File: src/rtl/boot_cmd_pkg.sv
/*
 boot_cmd_pkg: byte values, flash window, error codes, flash operation
 codes and the one-hot state set of the serial boot command engine.
 assumes: an 8-bit byte stream and a 16-bit flash address space.
*/
package boot_cmd_pkg;
   // ************************
   // protocol bytes
   // ************************
   localparam logic [7:0] MATCH_BYTE = 8'h5a;
   localparam logic [7:0] CMD_ERASE  = 8'hf0;
   localparam logic [7:0] CMD_WRITE  = 8'h30;
   localparam logic [7:0] CMD_SUM    = 8'h90;
   localparam logic [7:0] CMD_ID     = 8'hc0;
   localparam logic [7:0] CMD_STAT   = 8'hc3;
   localparam logic [7:0] CMD_PROT   = 8'hfa;
   localparam logic [7:0] BAUD_INIT  = 8'h28;
   localparam logic [7:0] ERR_LEAD_A = 8'ha1;
   localparam logic [7:0] ERR_LEAD_B = 8'ha3;
   localparam logic [7:0] ERR_BAUD   = 8'h62;
   localparam logic [7:0] ERR_CMD    = 8'h63;
   localparam logic [3:0] ERR_SPLIT1 = 4'h3;
   localparam logic [3:0] ERR_SPLIT2 = 4'h6;
   localparam logic [15:0] ERR_LAST  = 16'h0008;
   localparam logic [7:0] REC_DATA   = 8'h00;
   localparam logic [7:0] REC_END    = 8'h01;
   localparam logic [15:0] REC_HDR   = 16'h0004;
   // ************************
   // flash window
   // ************************
   localparam logic [15:0] FLASH_LO   = 16'h1000;
   localparam logic [15:0] FLASH_HI   = 16'hffff;
   localparam logic [15:0] STAT_LO    = 16'hffe0;
   localparam logic [7:0]  ERASED     = 8'hff;
   localparam logic [3:0]  SECT_FIRST = 4'h1;
   localparam logic [3:0]  SECT_LAST  = 4'hf;
   localparam logic [11:0] SECT_LOW   = 12'h000;
   localparam logic [15:0] SECT_SIZE  = 16'h1000;
   localparam logic [2:0] FOP_READ   = 3'h0;
   localparam logic [2:0] FOP_PROG   = 3'h1;
   localparam logic [2:0] FOP_ERASE  = 3'h2;
   localparam logic [2:0] FOP_PROT   = 3'h3;
   localparam logic [2:0] FOP_UNPROT = 3'h4;
   localparam int ID_LEN   = 13;
   localparam int STAT_LEN = 7;

   typedef enum logic [21:0] {
      S_MATCH = 22'h000001, S_ECHO  = 22'h000002, S_BAUD  = 22'h000004,
      S_BAUDSW= 22'h000008, S_CMD   = 22'h000010, S_ADDR  = 22'h000020,
      S_BLANK = 22'h000040, S_PWCNT = 22'h000080, S_PWBYTE= 22'h000100,
      S_PWRD  = 22'h000200, S_GATE  = 22'h000400, S_AREA  = 22'h000800,
      S_ERASE = 22'h001000, S_SUM   = 22'h002000, S_SEND  = 22'h004000,
      S_ID    = 22'h008000, S_STAT  = 22'h010000, S_ERR   = 22'h020000,
      S_FOP   = 22'h040000, S_REC   = 22'h080000, S_PROT  = 22'h100000,
      S_HALT  = 22'h200000
   } st_t;

   function automatic logic [7:0] err_byte(input logic [3:0] idx, input logic [7:0] code);
      err_byte = (idx < ERR_SPLIT1) ? ERR_LEAD_A : (idx < ERR_SPLIT2) ? ERR_LEAD_B : code;
   endfunction
endpackage

File: src/rtl/boot_cmd_engine.sv
/*
 boot_cmd_engine: serial boot command interpreter with a two-entry
 transmit buffer.
 assumes: a uart beside it delivers received bytes as one-cycle strobes,
 performs rate detection while autobaud_o is high, uses baud_code_o as
 its rate, and a flash controller answers each request with a done pulse.
*/
// Behaviour
// - first accepted byte must be 5AH
// - F0H selects erase of 1000H..FFFFH
// - 30H selects write within 1000H..FFFFH
// - 90H sends 16-bit sum, high first
// - ID command sends 13 byte code
// - status command sends 7 byte code
// - FAH turns read protection on
// - chip or 4K sector erase to FFH
// - protected: only chip erase, clears protection
// - password checked unless blank; mismatch refuses
// - write records bytewise, then send sum
// - protected part never enters write mode
// - echo 5AH, silent on mismatch
// - echo baud code, else A1 A1 A1 A3 A3 A3 62 62 62 halt
// - echo valid command, else A1 A1 A1 A3 A3 A3 63 63 63 halt
// - password addresses and string get no reply
// - password mismatch or rx error halts
// - area byte: high start, low end sector
// - after erase send sum, none on error
// - after sum wait for next command
// - no command reads flash back
// - rates from 9600, codes 04H..28H
// - new rate only after echo sent
`timescale 1ns/1ps
module boot_cmd_engine
   import boot_cmd_pkg::*;
#(
   // arbitrary identification value; bytes 2..5 carry the rom window
   parameter logic [103:0] PRODUCT_ID = 104'h3c_11_1000_ffff_00_00_00_00_00_01_02
)(
   input  wire logic        clk_i,
   input  wire logic        reset_n_i,
   input  wire logic        rx_valid_i,
   input  wire logic [7:0]  rx_data_i,
   input  wire logic        rx_err_i,
   input  wire logic        tx_idle_i,
   input  wire logic        tx_ready_i,
   output logic             tx_valid_o,
   output logic      [7:0]  tx_data_o,
   output logic             autobaud_o,
   output logic      [7:0]  baud_code_o,
   output logic             flash_req_o,
   output logic      [2:0]  flash_op_o,
   output logic      [15:0] flash_addr_o,
   output logic      [7:0]  flash_wdata_o,
   input  wire logic        flash_done_i,
   input  wire logic [7:0]  flash_rdata_i,
   input  wire logic        flash_prot_i,
   output logic             halted_o
);
   // ************************
   // helpers
   // ************************
   function automatic logic baud_ok(input logic [7:0] b);
      case (b)
         8'h04, 8'h05, 8'h06, 8'h07, 8'h0a, 8'h18, 8'h28: baud_ok = 1'b1;
         default: baud_ok = 1'b0;
      endcase
   endfunction

   // no readback command exists; the sum is the only image check
   function automatic st_t cmd_entry(input logic [7:0] b);
      case (b)
         CMD_ERASE: cmd_entry = S_ADDR;
         CMD_WRITE: cmd_entry = S_ADDR;
         CMD_SUM:   cmd_entry = S_SUM;
         CMD_ID:    cmd_entry = S_ID;
         CMD_STAT:  cmd_entry = S_BLANK;
         CMD_PROT:  cmd_entry = S_PROT;
         default:   cmd_entry = S_MATCH;
      endcase
   endfunction

   // ************************
   // engine state
   // ************************
   st_t         state_reg, state_next, ret_reg, ret_next;
   logic [7:0]  cmd_reg, cmd_next, byte_reg, byte_next, len_reg, len_next;
   logic [7:0]  code_reg, code_next, baud_reg, baud_next;
   logic [7:0]  rtype_reg, rtype_next, rsum_reg, rsum_next;
   logic [15:0] cnt_reg, cnt_next, addr_reg, addr_next, sum_reg, sum_next;
   logic [15:0] pca_reg, pca_next, pcs_reg, pcs_next;
   logic [3:0]  last_reg, last_next;
   logic [2:0]  op_reg, op_next;
   logic        blank_reg, blank_next, chip_reg, chip_next;
   logic        push_valid, push_ready;
   logic [7:0]  push_data;
   logic        rx_ok, rx_bad, blank_now;
   logic [3:0]  s_sec;

   assign rx_ok     = rx_valid_i & ~rx_err_i;
   assign rx_bad    = rx_valid_i & rx_err_i;
   assign blank_now = blank_reg & (flash_rdata_i == ERASED);
   assign s_sec     = (rx_data_i[7:4] < SECT_FIRST) ? SECT_FIRST : rx_data_i[7:4];

   always_comb begin
      state_next = state_reg;
      ret_next   = ret_reg;
      cmd_next   = cmd_reg;
      byte_next  = byte_reg;
      len_next   = len_reg;
      code_next  = code_reg;
      baud_next  = baud_reg;
      rtype_next = rtype_reg;
      rsum_next  = rsum_reg;
      cnt_next   = cnt_reg;
      addr_next  = addr_reg;
      sum_next   = sum_reg;
      pca_next   = pca_reg;
      pcs_next   = pcs_reg;
      last_next  = last_reg;
      op_next    = op_reg;
      blank_next = blank_reg;
      chip_next  = chip_reg;
      push_valid = 1'b0;
      push_data  = byte_reg;
      flash_req_o   = 1'b0;
      flash_op_o    = FOP_READ;
      flash_addr_o  = addr_reg;
      flash_wdata_o = byte_reg;
      case (state_reg)
         S_MATCH: begin
            if (rx_ok && rx_data_i == MATCH_BYTE) begin
               byte_next  = rx_data_i;
               ret_next   = S_BAUD;
               state_next = S_ECHO;
            end
         end
         S_ECHO: begin
            push_valid = 1'b1;
            if (push_ready) state_next = ret_reg;
         end
         S_BAUD: begin
            if (rx_ok && baud_ok(rx_data_i)) begin
               byte_next  = rx_data_i;
               ret_next   = S_BAUDSW;
               state_next = S_ECHO;
            end else if (rx_valid_i) begin
               code_next  = ERR_BAUD;
               cnt_next   = '0;
               state_next = S_ERR;
            end
         end
         S_BAUDSW: begin
            if (!tx_valid_o && tx_idle_i) begin
               baud_next  = byte_reg;
               state_next = S_CMD;
            end
         end
         S_CMD: begin
            if (rx_ok && cmd_entry(rx_data_i) != S_MATCH) begin
               cmd_next   = rx_data_i;
               byte_next  = rx_data_i;
               ret_next   = cmd_entry(rx_data_i);
               cnt_next   = '0;
               sum_next   = '0;
               blank_next = 1'b1;
               addr_next  = (rx_data_i == CMD_STAT) ? STAT_LO : FLASH_LO;
               state_next = S_ECHO;
            end else if (rx_valid_i) begin
               code_next  = ERR_CMD;
               cnt_next   = '0;
               state_next = S_ERR;
            end
         end
         S_ADDR: begin
            if (rx_bad) state_next = S_HALT;
            else if (rx_ok) begin
               {pca_next, pcs_next} = {pca_reg[7:0], pcs_reg, rx_data_i};
               cnt_next = cnt_reg + 16'h1;
               if (cnt_reg == 16'h3) begin
                  addr_next  = STAT_LO;
                  state_next = S_BLANK;
               end
            end
         end
         S_BLANK: begin
            flash_req_o = 1'b1;
            if (flash_done_i) begin
               blank_next = blank_now;
               addr_next  = addr_reg + 16'h1;
               if (addr_reg == FLASH_HI) begin
                  cnt_next = '0;
                  if (cmd_reg == CMD_STAT) state_next = S_STAT;
                  else if (blank_now) state_next = S_GATE;
                  else begin
                     addr_next  = pca_reg;
                     state_next = S_PWCNT;
                  end
               end
            end
         end
         S_PWCNT: begin
            flash_req_o = 1'b1;
            if (flash_done_i) begin
               len_next   = flash_rdata_i;
               addr_next  = pcs_reg;
               state_next = (flash_rdata_i == '0) ? S_HALT : S_PWBYTE;
            end
         end
         S_PWBYTE: begin
            if (rx_bad) state_next = S_HALT;
            else if (rx_ok) begin
               byte_next  = rx_data_i;
               state_next = S_PWRD;
            end
         end
         S_PWRD: begin
            flash_req_o = 1'b1;
            if (flash_done_i) begin
               addr_next = addr_reg + 16'h1;
               cnt_next  = cnt_reg + 16'h1;
               if (flash_rdata_i != byte_reg) state_next = S_HALT;
               else if (cnt_reg + 16'h1 == {8'h00, len_reg}) state_next = S_GATE;
               else state_next = S_PWBYTE;
            end
         end
         S_GATE: begin
            cnt_next  = '0;
            rsum_next = '0;
            if (cmd_reg != CMD_WRITE) state_next = S_AREA;
            else state_next = flash_prot_i ? S_HALT : S_REC;
         end
         S_AREA: begin
            if (rx_bad) state_next = S_HALT;
            else if (rx_ok) begin
               chip_next = (s_sec == SECT_FIRST) && (rx_data_i[3:0] == SECT_LAST);
               last_next = rx_data_i[3:0];
               addr_next = {s_sec, SECT_LOW};
               if (rx_data_i[3:0] < s_sec) state_next = S_HALT;
               else if (flash_prot_i && !chip_next) state_next = S_HALT;
               else state_next = S_ERASE;
            end
         end
         S_ERASE: begin
            flash_req_o = 1'b1;
            flash_op_o  = FOP_ERASE;
            if (flash_done_i) begin
               addr_next = addr_reg + SECT_SIZE;
               if (addr_reg[15:12] == last_reg) begin
                  addr_next  = FLASH_LO;
                  sum_next   = '0;
                  op_next    = FOP_UNPROT;
                  ret_next   = S_SUM;
                  state_next = chip_reg ? S_FOP : S_SUM;
               end
            end
         end
         S_SUM: begin
            flash_req_o = 1'b1;
            if (flash_done_i) begin
               sum_next  = sum_reg + {8'h00, flash_rdata_i};
               addr_next = addr_reg + 16'h1;
               if (addr_reg == FLASH_HI) begin
                  cnt_next   = '0;
                  state_next = S_SEND;
               end
            end
         end
         S_SEND: begin
            push_valid = 1'b1;
            push_data  = cnt_reg[0] ? sum_reg[7:0] : sum_reg[15:8];
            if (push_ready) begin
               cnt_next = cnt_reg + 16'h1;
               if (cnt_reg[0]) state_next = S_CMD;
            end
         end
         S_ID: begin
            push_valid = 1'b1;
            push_data  = PRODUCT_ID[8*(ID_LEN-1-int'(cnt_reg[3:0])) +: 8];
            if (push_ready) begin
               cnt_next = cnt_reg + 16'h1;
               if (cnt_reg == 16'(ID_LEN - 1)) state_next = S_CMD;
            end
         end
         S_STAT: begin
            push_valid = 1'b1;
            push_data  = '0;
            if (cnt_reg == '0) push_data = blank_reg ? ERASED : 8'h00;
            if (cnt_reg == 16'h1) push_data = {7'h00, flash_prot_i};
            if (push_ready) begin
               cnt_next = cnt_reg + 16'h1;
               if (cnt_reg == 16'(STAT_LEN - 1)) state_next = S_CMD;
            end
         end
         S_ERR: begin
            push_valid = 1'b1;
            push_data  = err_byte(cnt_reg[3:0], code_reg);
            if (push_ready) begin
               cnt_next = cnt_reg + 16'h1;
               if (cnt_reg == ERR_LAST) state_next = S_HALT;
            end
         end
         S_FOP: begin
            flash_req_o = 1'b1;
            flash_op_o  = op_reg;
            if (flash_done_i) begin
               if (op_reg == FOP_PROG) addr_next = addr_reg + 16'h1;
               state_next = ret_reg;
            end
         end
         S_REC: begin
            if (rx_bad) state_next = S_HALT;
            else if (rx_ok) begin
               rsum_next = rsum_reg + rx_data_i;
               cnt_next  = cnt_reg + 16'h1;
               if (cnt_reg == '0) len_next = rx_data_i;
               else if (cnt_reg == 16'h1) addr_next = {rx_data_i, addr_reg[7:0]};
               else if (cnt_reg == 16'h2) addr_next = {addr_reg[15:8], rx_data_i};
               else if (cnt_reg == 16'h3) begin
                  rtype_next = rx_data_i;
                  if (rx_data_i != REC_DATA && rx_data_i != REC_END) state_next = S_HALT;
               end else if (cnt_reg < {8'h00, len_reg} + REC_HDR) begin
                  byte_next  = rx_data_i;
                  op_next    = FOP_PROG;
                  ret_next   = S_REC;
                  state_next = (addr_reg < FLASH_LO) ? S_HALT : S_FOP;
               end else begin
                  cnt_next = '0;
                  if (rsum_next != '0) state_next = S_HALT;
                  else if (rtype_reg == REC_END) begin
                     addr_next  = FLASH_LO;
                     sum_next   = '0;
                     state_next = S_SUM;
                  end
               end
            end
         end
         S_PROT: begin
            flash_req_o = 1'b1;
            flash_op_o  = FOP_PROT;
            if (flash_done_i) state_next = S_CMD;
         end
         S_HALT: state_next = S_HALT;
         default: state_next = S_HALT;
      endcase
   end

   always_ff @(posedge clk_i) begin
      if (!reset_n_i) begin
         state_reg <= S_MATCH;
         ret_reg   <= S_MATCH;
         cmd_reg   <= '0;
         byte_reg  <= '0;
         len_reg   <= '0;
         code_reg  <= '0;
         baud_reg  <= BAUD_INIT;
         rtype_reg <= '0;
         rsum_reg  <= '0;
         cnt_reg   <= '0;
         addr_reg  <= '0;
         sum_reg   <= '0;
         pca_reg   <= '0;
         pcs_reg   <= '0;
         last_reg  <= '0;
         op_reg    <= FOP_READ;
         blank_reg <= 1'b0;
         chip_reg  <= 1'b0;
      end else begin
         state_reg <= state_next;
         ret_reg   <= ret_next;
         cmd_reg   <= cmd_next;
         byte_reg  <= byte_next;
         len_reg   <= len_next;
         code_reg  <= code_next;
         baud_reg  <= baud_next;
         rtype_reg <= rtype_next;
         rsum_reg  <= rsum_next;
         cnt_reg   <= cnt_next;
         addr_reg  <= addr_next;
         sum_reg   <= sum_next;
         pca_reg   <= pca_next;
         pcs_reg   <= pcs_next;
         last_reg  <= last_next;
         op_reg    <= op_next;
         blank_reg <= blank_next;
         chip_reg  <= chip_next;
      end
   end

   assign autobaud_o  = (state_reg == S_MATCH);
   assign baud_code_o = baud_reg;
   assign halted_o    = (state_reg == S_HALT);

   // ************************
   // two-entry tx buffer
   // ************************
   // engine stalls on a full buffer, so a slow uart drops nothing
   logic [7:0] buf_reg [2];
   logic [7:0] buf_next [2];
   logic       wr_reg, wr_next, rd_reg, rd_next;
   logic [1:0] fill_reg, fill_next;

   assign push_ready = (fill_reg != 2'h2);
   assign tx_valid_o = (fill_reg != 2'h0);
   assign tx_data_o  = buf_reg[rd_reg];

   always_comb begin
      buf_next  = buf_reg;
      wr_next   = wr_reg;
      rd_next   = rd_reg;
      fill_next = fill_reg;
      if (push_valid && push_ready) begin
         buf_next[wr_reg] = push_data;
         wr_next          = ~wr_reg;
      end
      if (tx_valid_o && tx_ready_i) rd_next = ~rd_reg;
      fill_next = fill_reg + 2'(push_valid && push_ready) - 2'(tx_valid_o && tx_ready_i);
   end

   always_ff @(posedge clk_i) begin
      if (!reset_n_i) begin
         buf_reg  <= '{default: 8'h00};
         wr_reg   <= 1'b0;
         rd_reg   <= 1'b0;
         fill_reg <= 2'h0;
      end else begin
         buf_reg  <= buf_next;
         wr_reg   <= wr_next;
         rd_reg   <= rd_next;
         fill_reg <= fill_next;
      end
   end
endmodule

File: config.mk
export PLATFORM = sky130hd
export DESIGN_NAME = boot_cmd_engine
export DESIGN_NICKNAME = d
export VERILOG_FILES = /design/src/rtl/boot_cmd_pkg.sv /design/src/rtl/boot_cmd_engine.sv
export SDC_FILE = /design/constraint.sdc
export NUM_CORES = 1
export LEC_CHECK = 0
export BUFFER_PORTS_ARGS = -buffer_cell sky130_fd_sc_hd__buf_2
export CAP_MARGIN = 20
export CORE_ASPECT_RATIO = 1.1
export CORE_MARGIN = 2
export CORE_UTILIZATION = 47
export CTS_BUF_LIST = sky130_fd_sc_hd__clkbuf_4 sky130_fd_sc_hd__clkbuf_8
export CTS_CLUSTER_SIZE = 14
export DETAILED_ROUTE_END_ITERATION = 10
export HOLD_SLACK_MARGIN = 0.06
export PLACE_DENSITY = 0.65
export SKIP_CTS_REPAIR_TIMING = 1
export SLEW_MARGIN = 10
export SYNTH_ARGS = -nofsm -noshare
export SYNTH_HDL_FRONTEND = slang
export SYNTH_SLANG_ARGS = --single-unit
File: constraint.sdc
create_clock -name clk_i -period 5 [get_ports clk_i]
set_clock_uncertainty 0.05 [all_clocks]
set_input_delay 0.5 -clock clk_i [delete_from_list [all_inputs] [get_ports clk_i]]
set_output_delay 0.5 -clock clk_i [all_outputs]
set_load 0.01 [all_outputs]
# Word level (Yosys, flattened, before mapping)
# Index checks and enable logic that the tools add are counted.
[word_totals]
out_inout_bits = 47
regBits = 209
input_bits = 24
[op_classes]
n_lt_le_gt_ge = 9
muxes = 184
n_eq_ne = 125
bitwise_logic = 12
n_reduce_logical = 51
add_sub_neg = 9
shift = 1
[ops]
columns = ["op", "n"]
rows = [
  ["two-way mux 22 bit", 61],
  ["two-way mux 16 bit", 55],
  ["one-hot mux 22 bit (21 select lines)", 1],
  ["two-way mux 8 bit", 32],
  ["one-hot mux 16 bit (9 select lines)", 1],
  ["one-hot mux 16 bit (8 select lines)", 1],
  ["one-hot mux 22 bit (5 select lines)", 1],
  ["one-hot mux 21 bit (5 select lines)", 1],
  ["variable part select 104 x 8 -> 8 bit (first input constant)", 1],
  ["inequality test 2 bit (second input constant)", 46],
  ["one-hot mux 16 bit (4 select lines)", 1],
  ["== test 8 bit (second input constant)", 7],
  ["inequality test 3 bit (second input constant)", 17],
  ["one-hot mux 8 bit (2 select lines)", 3],
  ["AND reduction 21 bit", 2],
  ["one-hot mux 8 bit (5 select lines)", 1],
  ["adder 16 x 1 -> 16 bit (second input constant)", 2],
  ["== test 16 x 2 -> 1 bit (second input constant)", 2],
  ["== test 16 x 4 -> 1 bit (second input constant)", 2],
  ["== test 8 x 3 -> 1 bit (second input constant)", 4],
  ["one-hot mux 8 bit (4 select lines)", 1],
  ["AND reduction 31 bit", 1],
  ["two-way mux 3 bit", 9],
  ["AND reduction 13 bit", 2],
  ["89 further kinds", 137],
]

# Logic depth before layout (Yosys ltp)
[logic_depth]
word_depth = 11
depth_mapped = 14
mapped_depth_nobuf = 13

# Least setup slack after synthesis
# Ideal clock, no wire load.
[synth_timing]
path_type = "reg-to-reg"
start = "register len_reg[2]"
end = "register sum_reg[15]"
path_buffers = 0
path_slack_ps = 1578
required_time_ps = 4879
arrival_time_ps = 3300
path_stages_with_launch = 14
setup_ps = 71
synth_period_minus_slack_ps = 3422
cell_sequence = "dfxtp_1 > ha_1 > and3_1 > nand3_1 > ha_1 > or3b_2 > nor3_1 > a2111oi_0 > nand2_1 > nand4_1 > a211oi_4 > nand4_2 > or4_1 > a21oi_1"
[synth_between]
elab_chain_cells = 4
[synth_lines]
columns = ["item", "line", "rtl"]
rows = [
  ["start: declaration", "boot_cmd_engine.sv:86", "logic [7:0] cmd_reg, cmd_next, byte_reg, byte_next, len_reg, len_next;"],
  ["start signal: assignment", "boot_cmd_engine.sv:372", "len_reg <= len_next;"],
  ["adder 8 x 3 -> 9 bit", "boot_cmd_engine.sv:321", "end else if (cnt_reg < {8'h00, len_reg} + REC_HDR) begin"],
  ["< comparator 16 x 9 -> 1 bit", "boot_cmd_engine.sv:321", ""],
  ["inequality test 2 bit (no line)", "--", ""],
  ["AND reduction 14 bit (no line)", "--", ""],
  ["end signal: assignment", "boot_cmd_engine.sv:379", "sum_reg <= sum_next;"],
  ["end: declaration", "boot_cmd_engine.sv:89", "logic [15:0] cnt_reg, cnt_next, addr_reg, addr_next, sum_reg, sum_next;"],
]
# No other way between the ends.
# A chain may end at the register's enable or synchronous reset.

# Final worst setup path
[layout_timing]
start = "register state_reg[1]"
end = "register addr_reg[1] (netlist: flash_addr_o[1])"
[layout_between]
elab_chain_cells = 4
elab_cells_between_ends = 34
cone_classes = "eq/ne: 30; mux: 1; reduce/logical: 3"
[layout_lines]
columns = ["item", "line", "rtl"]
rows = [
  ["start: declaration", "boot_cmd_engine.sv:85", "st_t state_reg, state_next, ret_reg, ret_next;"],
  ["start signal: assignment", "boot_cmd_engine.sv:368", "state_reg <= state_next;"],
  ["== test 22 x 14 -> 1 bit or == test 22 x 10 -> 1 bit (tied branches)", "boot_cmd_engine.sv:129", "case (state_reg)"],
  ["OR reduction 2 bit (no line)", "--", ""],
  ["nonzero test 9 bit (no line) or inequality test 2 x 1 -> 1 bit (tied branches)", "--", ""],
  ["AND reduction 21 bit (no line)", "--", ""],
  ["end signal: assignment", "boot_cmd_engine.sv:378", "addr_reg <= addr_next;"],
  ["end: declaration", "boot_cmd_engine.sv:89", ""],
]
# Parallel ways exist; a longest one is shown, timed or not.

==> impl_metrics.env <==
export IMPL_status="complete, no violations"
export IMPL_num_rows=61
export IMPL_dp_slack_ns=0.925
export IMPL_ant_nets=0
export IMPL_regArea_um2=3780
export IMPL_power_density_nw_per_um2=341
export IMPL_total_power_uw=4430
export IMPL_dp_cells=1867
export IMPL_htreeDepth=4
export IMPL_synth_area_per_cell_um2=7.76
export IMPL_crit_required_ns=5.36
export IMPL_wire_per_inst_um=21.8
export IMPL_die_w_um=156
export IMPL_area_delta_synth_final_pct=8.71
export IMPL_yosysTopAreaCell="dfxtp_1"
export IMPL_ys_seq_elements=189
export IMPL_ys_seq_area_share_pct=31.6
export IMPL_syn_inst=1542
export IMPL_fin_crit_sh_pct=82.4
export IMPL_yosysWarnings=0
export IMPL_reg2reg_slack_ns=0.88
export IMPL_insertion_delay_ns=0.49
export IMPL_ioPinCount=71
export IMPL_setup_viol=0
export IMPL_timing_final_crit_period_ns=4.12
export IMPL_clkSinkCount=189
export IMPL_synthXorXnorAreaFrac_pct=4.98
export IMPL_yosysUniqueCellTypes=89
export IMPL_drtPass1Iterations=6
export IMPL_yosys_top_cells_area="dfxtp_1 (32%), nand2_1 (6.4%), nor2_1 (5.9%), a21oi_1 (4.9%), mux2i_1 (4.9%)"
export IMPL_synth_fp_nets=1605
export IMPL_clk_path_buf_depth=2
export IMPL_setup_tns_ns=0
export IMPL_grt_max_degree=67
export IMPL_final_cells=1902
export IMPL_initial_core_util_pct=47.5
export IMPL_die_area_um2=26700
export IMPL_worst_slack_ns=0.881
export IMPL_gp_congestion=1.02
export IMPL_core_area_um2=25200
export IMPL_grt_overflow_total=0
export IMPL_layout_nets=1638
export IMPL_synth_mux_area_share_pct=6.08
export IMPL_synth_top_family_by_area="simple AND/OR/NAND/NOR gates"
export IMPL_synth_top_area_share_pct=31.6
export IMPL_via_per_inst=6.30
export IMPL_multi_input_area_um2=7680
export IMPL_cts_buffers=17
export IMPL_clk_pin_slew_ns=0.11
export IMPL_io_buffers=70
export IMPL_p_leak_uw=0.00501
export IMPL_grt_pass1_vias=11100
export IMPL_clockRootBuffer="clkbuf_8"
export IMPL_wl_um=41400
export IMPL_synthAdderAreaFrac_pct=4.21
export IMPL_max_slew_margin_pct=30.6
export IMPL_min_path_type="input port to register"
export IMPL_diodes=0
export IMPL_drc=0
export IMPL_largest_reg_flops=22
export IMPL_async_flop_share_pct=0
export IMPL_cts_tree="yes"
export IMPL_critPathCaptureType="register"
export IMPL_max_vdd_ir_drop_mv=0.183
export IMPL_cp_arrival_ns=4.48
export IMPL_drt_initial_drc_count=1216
export IMPL_critPathLaunchType="register"
export IMPL_grt_pass1_wl_um=63600
export IMPL_max_freq_ghz=0.243
export IMPL_rsz0062_at_grt="false"
export IMPL_slew_violations=0
export IMPL_critical_path_max_fanout=12
export IMPL_die_height_um=171
export IMPL_final_common_cell="nand2_1"
export IMPL_drive_above_1_share_pct=12.0
export IMPL_criticalPathCategory="register to register"
export IMPL_grt_antenna_before_repair=0
export IMPL_synth_flop_cell="dfxtp_1"
export IMPL_synth_compound_area_share_pct=19.6
export IMPL_hold_viol=0
export IMPL_synth_area_um2=12000
export IMPL_fillCellCount=2445
export IMPL_maxCapViolCount=0
export IMPL_hpwl_um=30600
export IMPL_layout_common_cells="nand2_1 (203), dfxtp_1 (189), nor2_1 (188)"
export IMPL_max_slew_worst_pin_slew_ns=1.03
export IMPL_hold_ws_ns=0.306
export IMPL_grt_use_total_pct=30.8
export IMPL_synth_edf_count=0
export IMPL_vias=12000
export IMPL_synth_simple_gate_area_share_pct=29.2
## layer usage
metal	part of all wire (%)	up-vias	GRT usage [%]
met5	0	-	0
met4	5.5	0	16.8
met3	7.4	139	4.84
met2	46	559	51.4
met1	41	5636	38.3
li1	-	5654	-
## area by class of cell
class	instances	share of cell area [%]
flip-flops and latches	189	29.1
clock inverters	11	1.03
repair buffers	100	4.55
clock buffers	20	2.02
multi-input cells	1226	59.1
well taps	315	3.03
inverters	41	1.20
## worst max-delay path, stage by stage (launching register included)
cell and delay, ns:
dfxtp_1 0.37, or3_1 0.48, nor4_4 0.60, nand4_1 0.64, buf_4 0.41, nor2_1 0.74, a222oi_1 0.36, a21o_1 0.27
a21oi_1 0.12
## synth_stat cells, types with 6 or more instances
| cell | number |
|---|---|
| or2_2 | 11 |
| a21oi_1 | 116 |
| dfxtp_1 | 189 |
| nand2b_1 | 13 |
| inv_1 | 41 |
| mux2i_1 | 58 |
| or4_1 | 10 |
| and2_1 | 13 |
| xnor2_1 | 43 |
| o21ai_0 | 67 |
| clkbuf_1 | 66 |
| a31oi_1 | 17 |
| or3_1 | 17 |
| a32oi_1 | 7 |
| nand2_1 | 203 |
| nor4_1 | 21 |
| mux2_2 | 13 |
| o211ai_1 | 7 |
| a221oi_1 | 8 |
| ha_1 | 37 |
| and3_1 | 14 |
| buf_2 | 13 |
| nor3b_1 | 11 |
| a22o_1 | 6 |
| o21a_1 | 12 |
| and4_1 | 11 |
| o22ai_1 | 8 |
| o31ai_1 | 14 |
| nand4_1 | 31 |
| a211oi_1 | 22 |
| nor2b_1 | 22 |
| nor2_1 | 188 |
| nor3_1 | 35 |
| nand3_1 | 52 |
| a222oi_1 | 10 |
| xor2_1 | 25 |
## cells by family (layout without fill, tap and decap cells)
logic type | count (synthesis) | count (layout)
muxes | 71 | 71
AOI/OAI and AO/OA | 358 | 358
xor gates and xnor gates | 68 | 68
buffers and inverters | 127 | 172
and+or+nand+nor | 690 | 690
adders and majority gates | 39 | 39
DFF | 189 | 189
## final timing paths
check,startpoint,endpoint,cells after the start
worst max-delay path,state_reg[1],flash_addr_o[1],8
worst min-delay path,flash_rdata_i[0],len_reg[0],3
worst max register to register,state_reg[1],flash_addr_o[1],8
worst min register to register,pca_reg[11],pca_reg[11],2
## power by group
| part | total (µW) | internal, µW | switching (µW) |
|---|---|---|---|
| logic | 1590 | 567 | 1030 |
| clock network | 1070 | 473 | 598 |
| registers | 1770 | 1590 | 177 |
## through the flow
step	cell area, µm²	utilization [%]
final	13000	51.6
after detailed placement	12600	49.9
after global placement	12600	49.9
after global routing	13000	51.6
after floorplan	12000	-
after CTS	13000	51.4
Power figures use the tool's default switching activity.
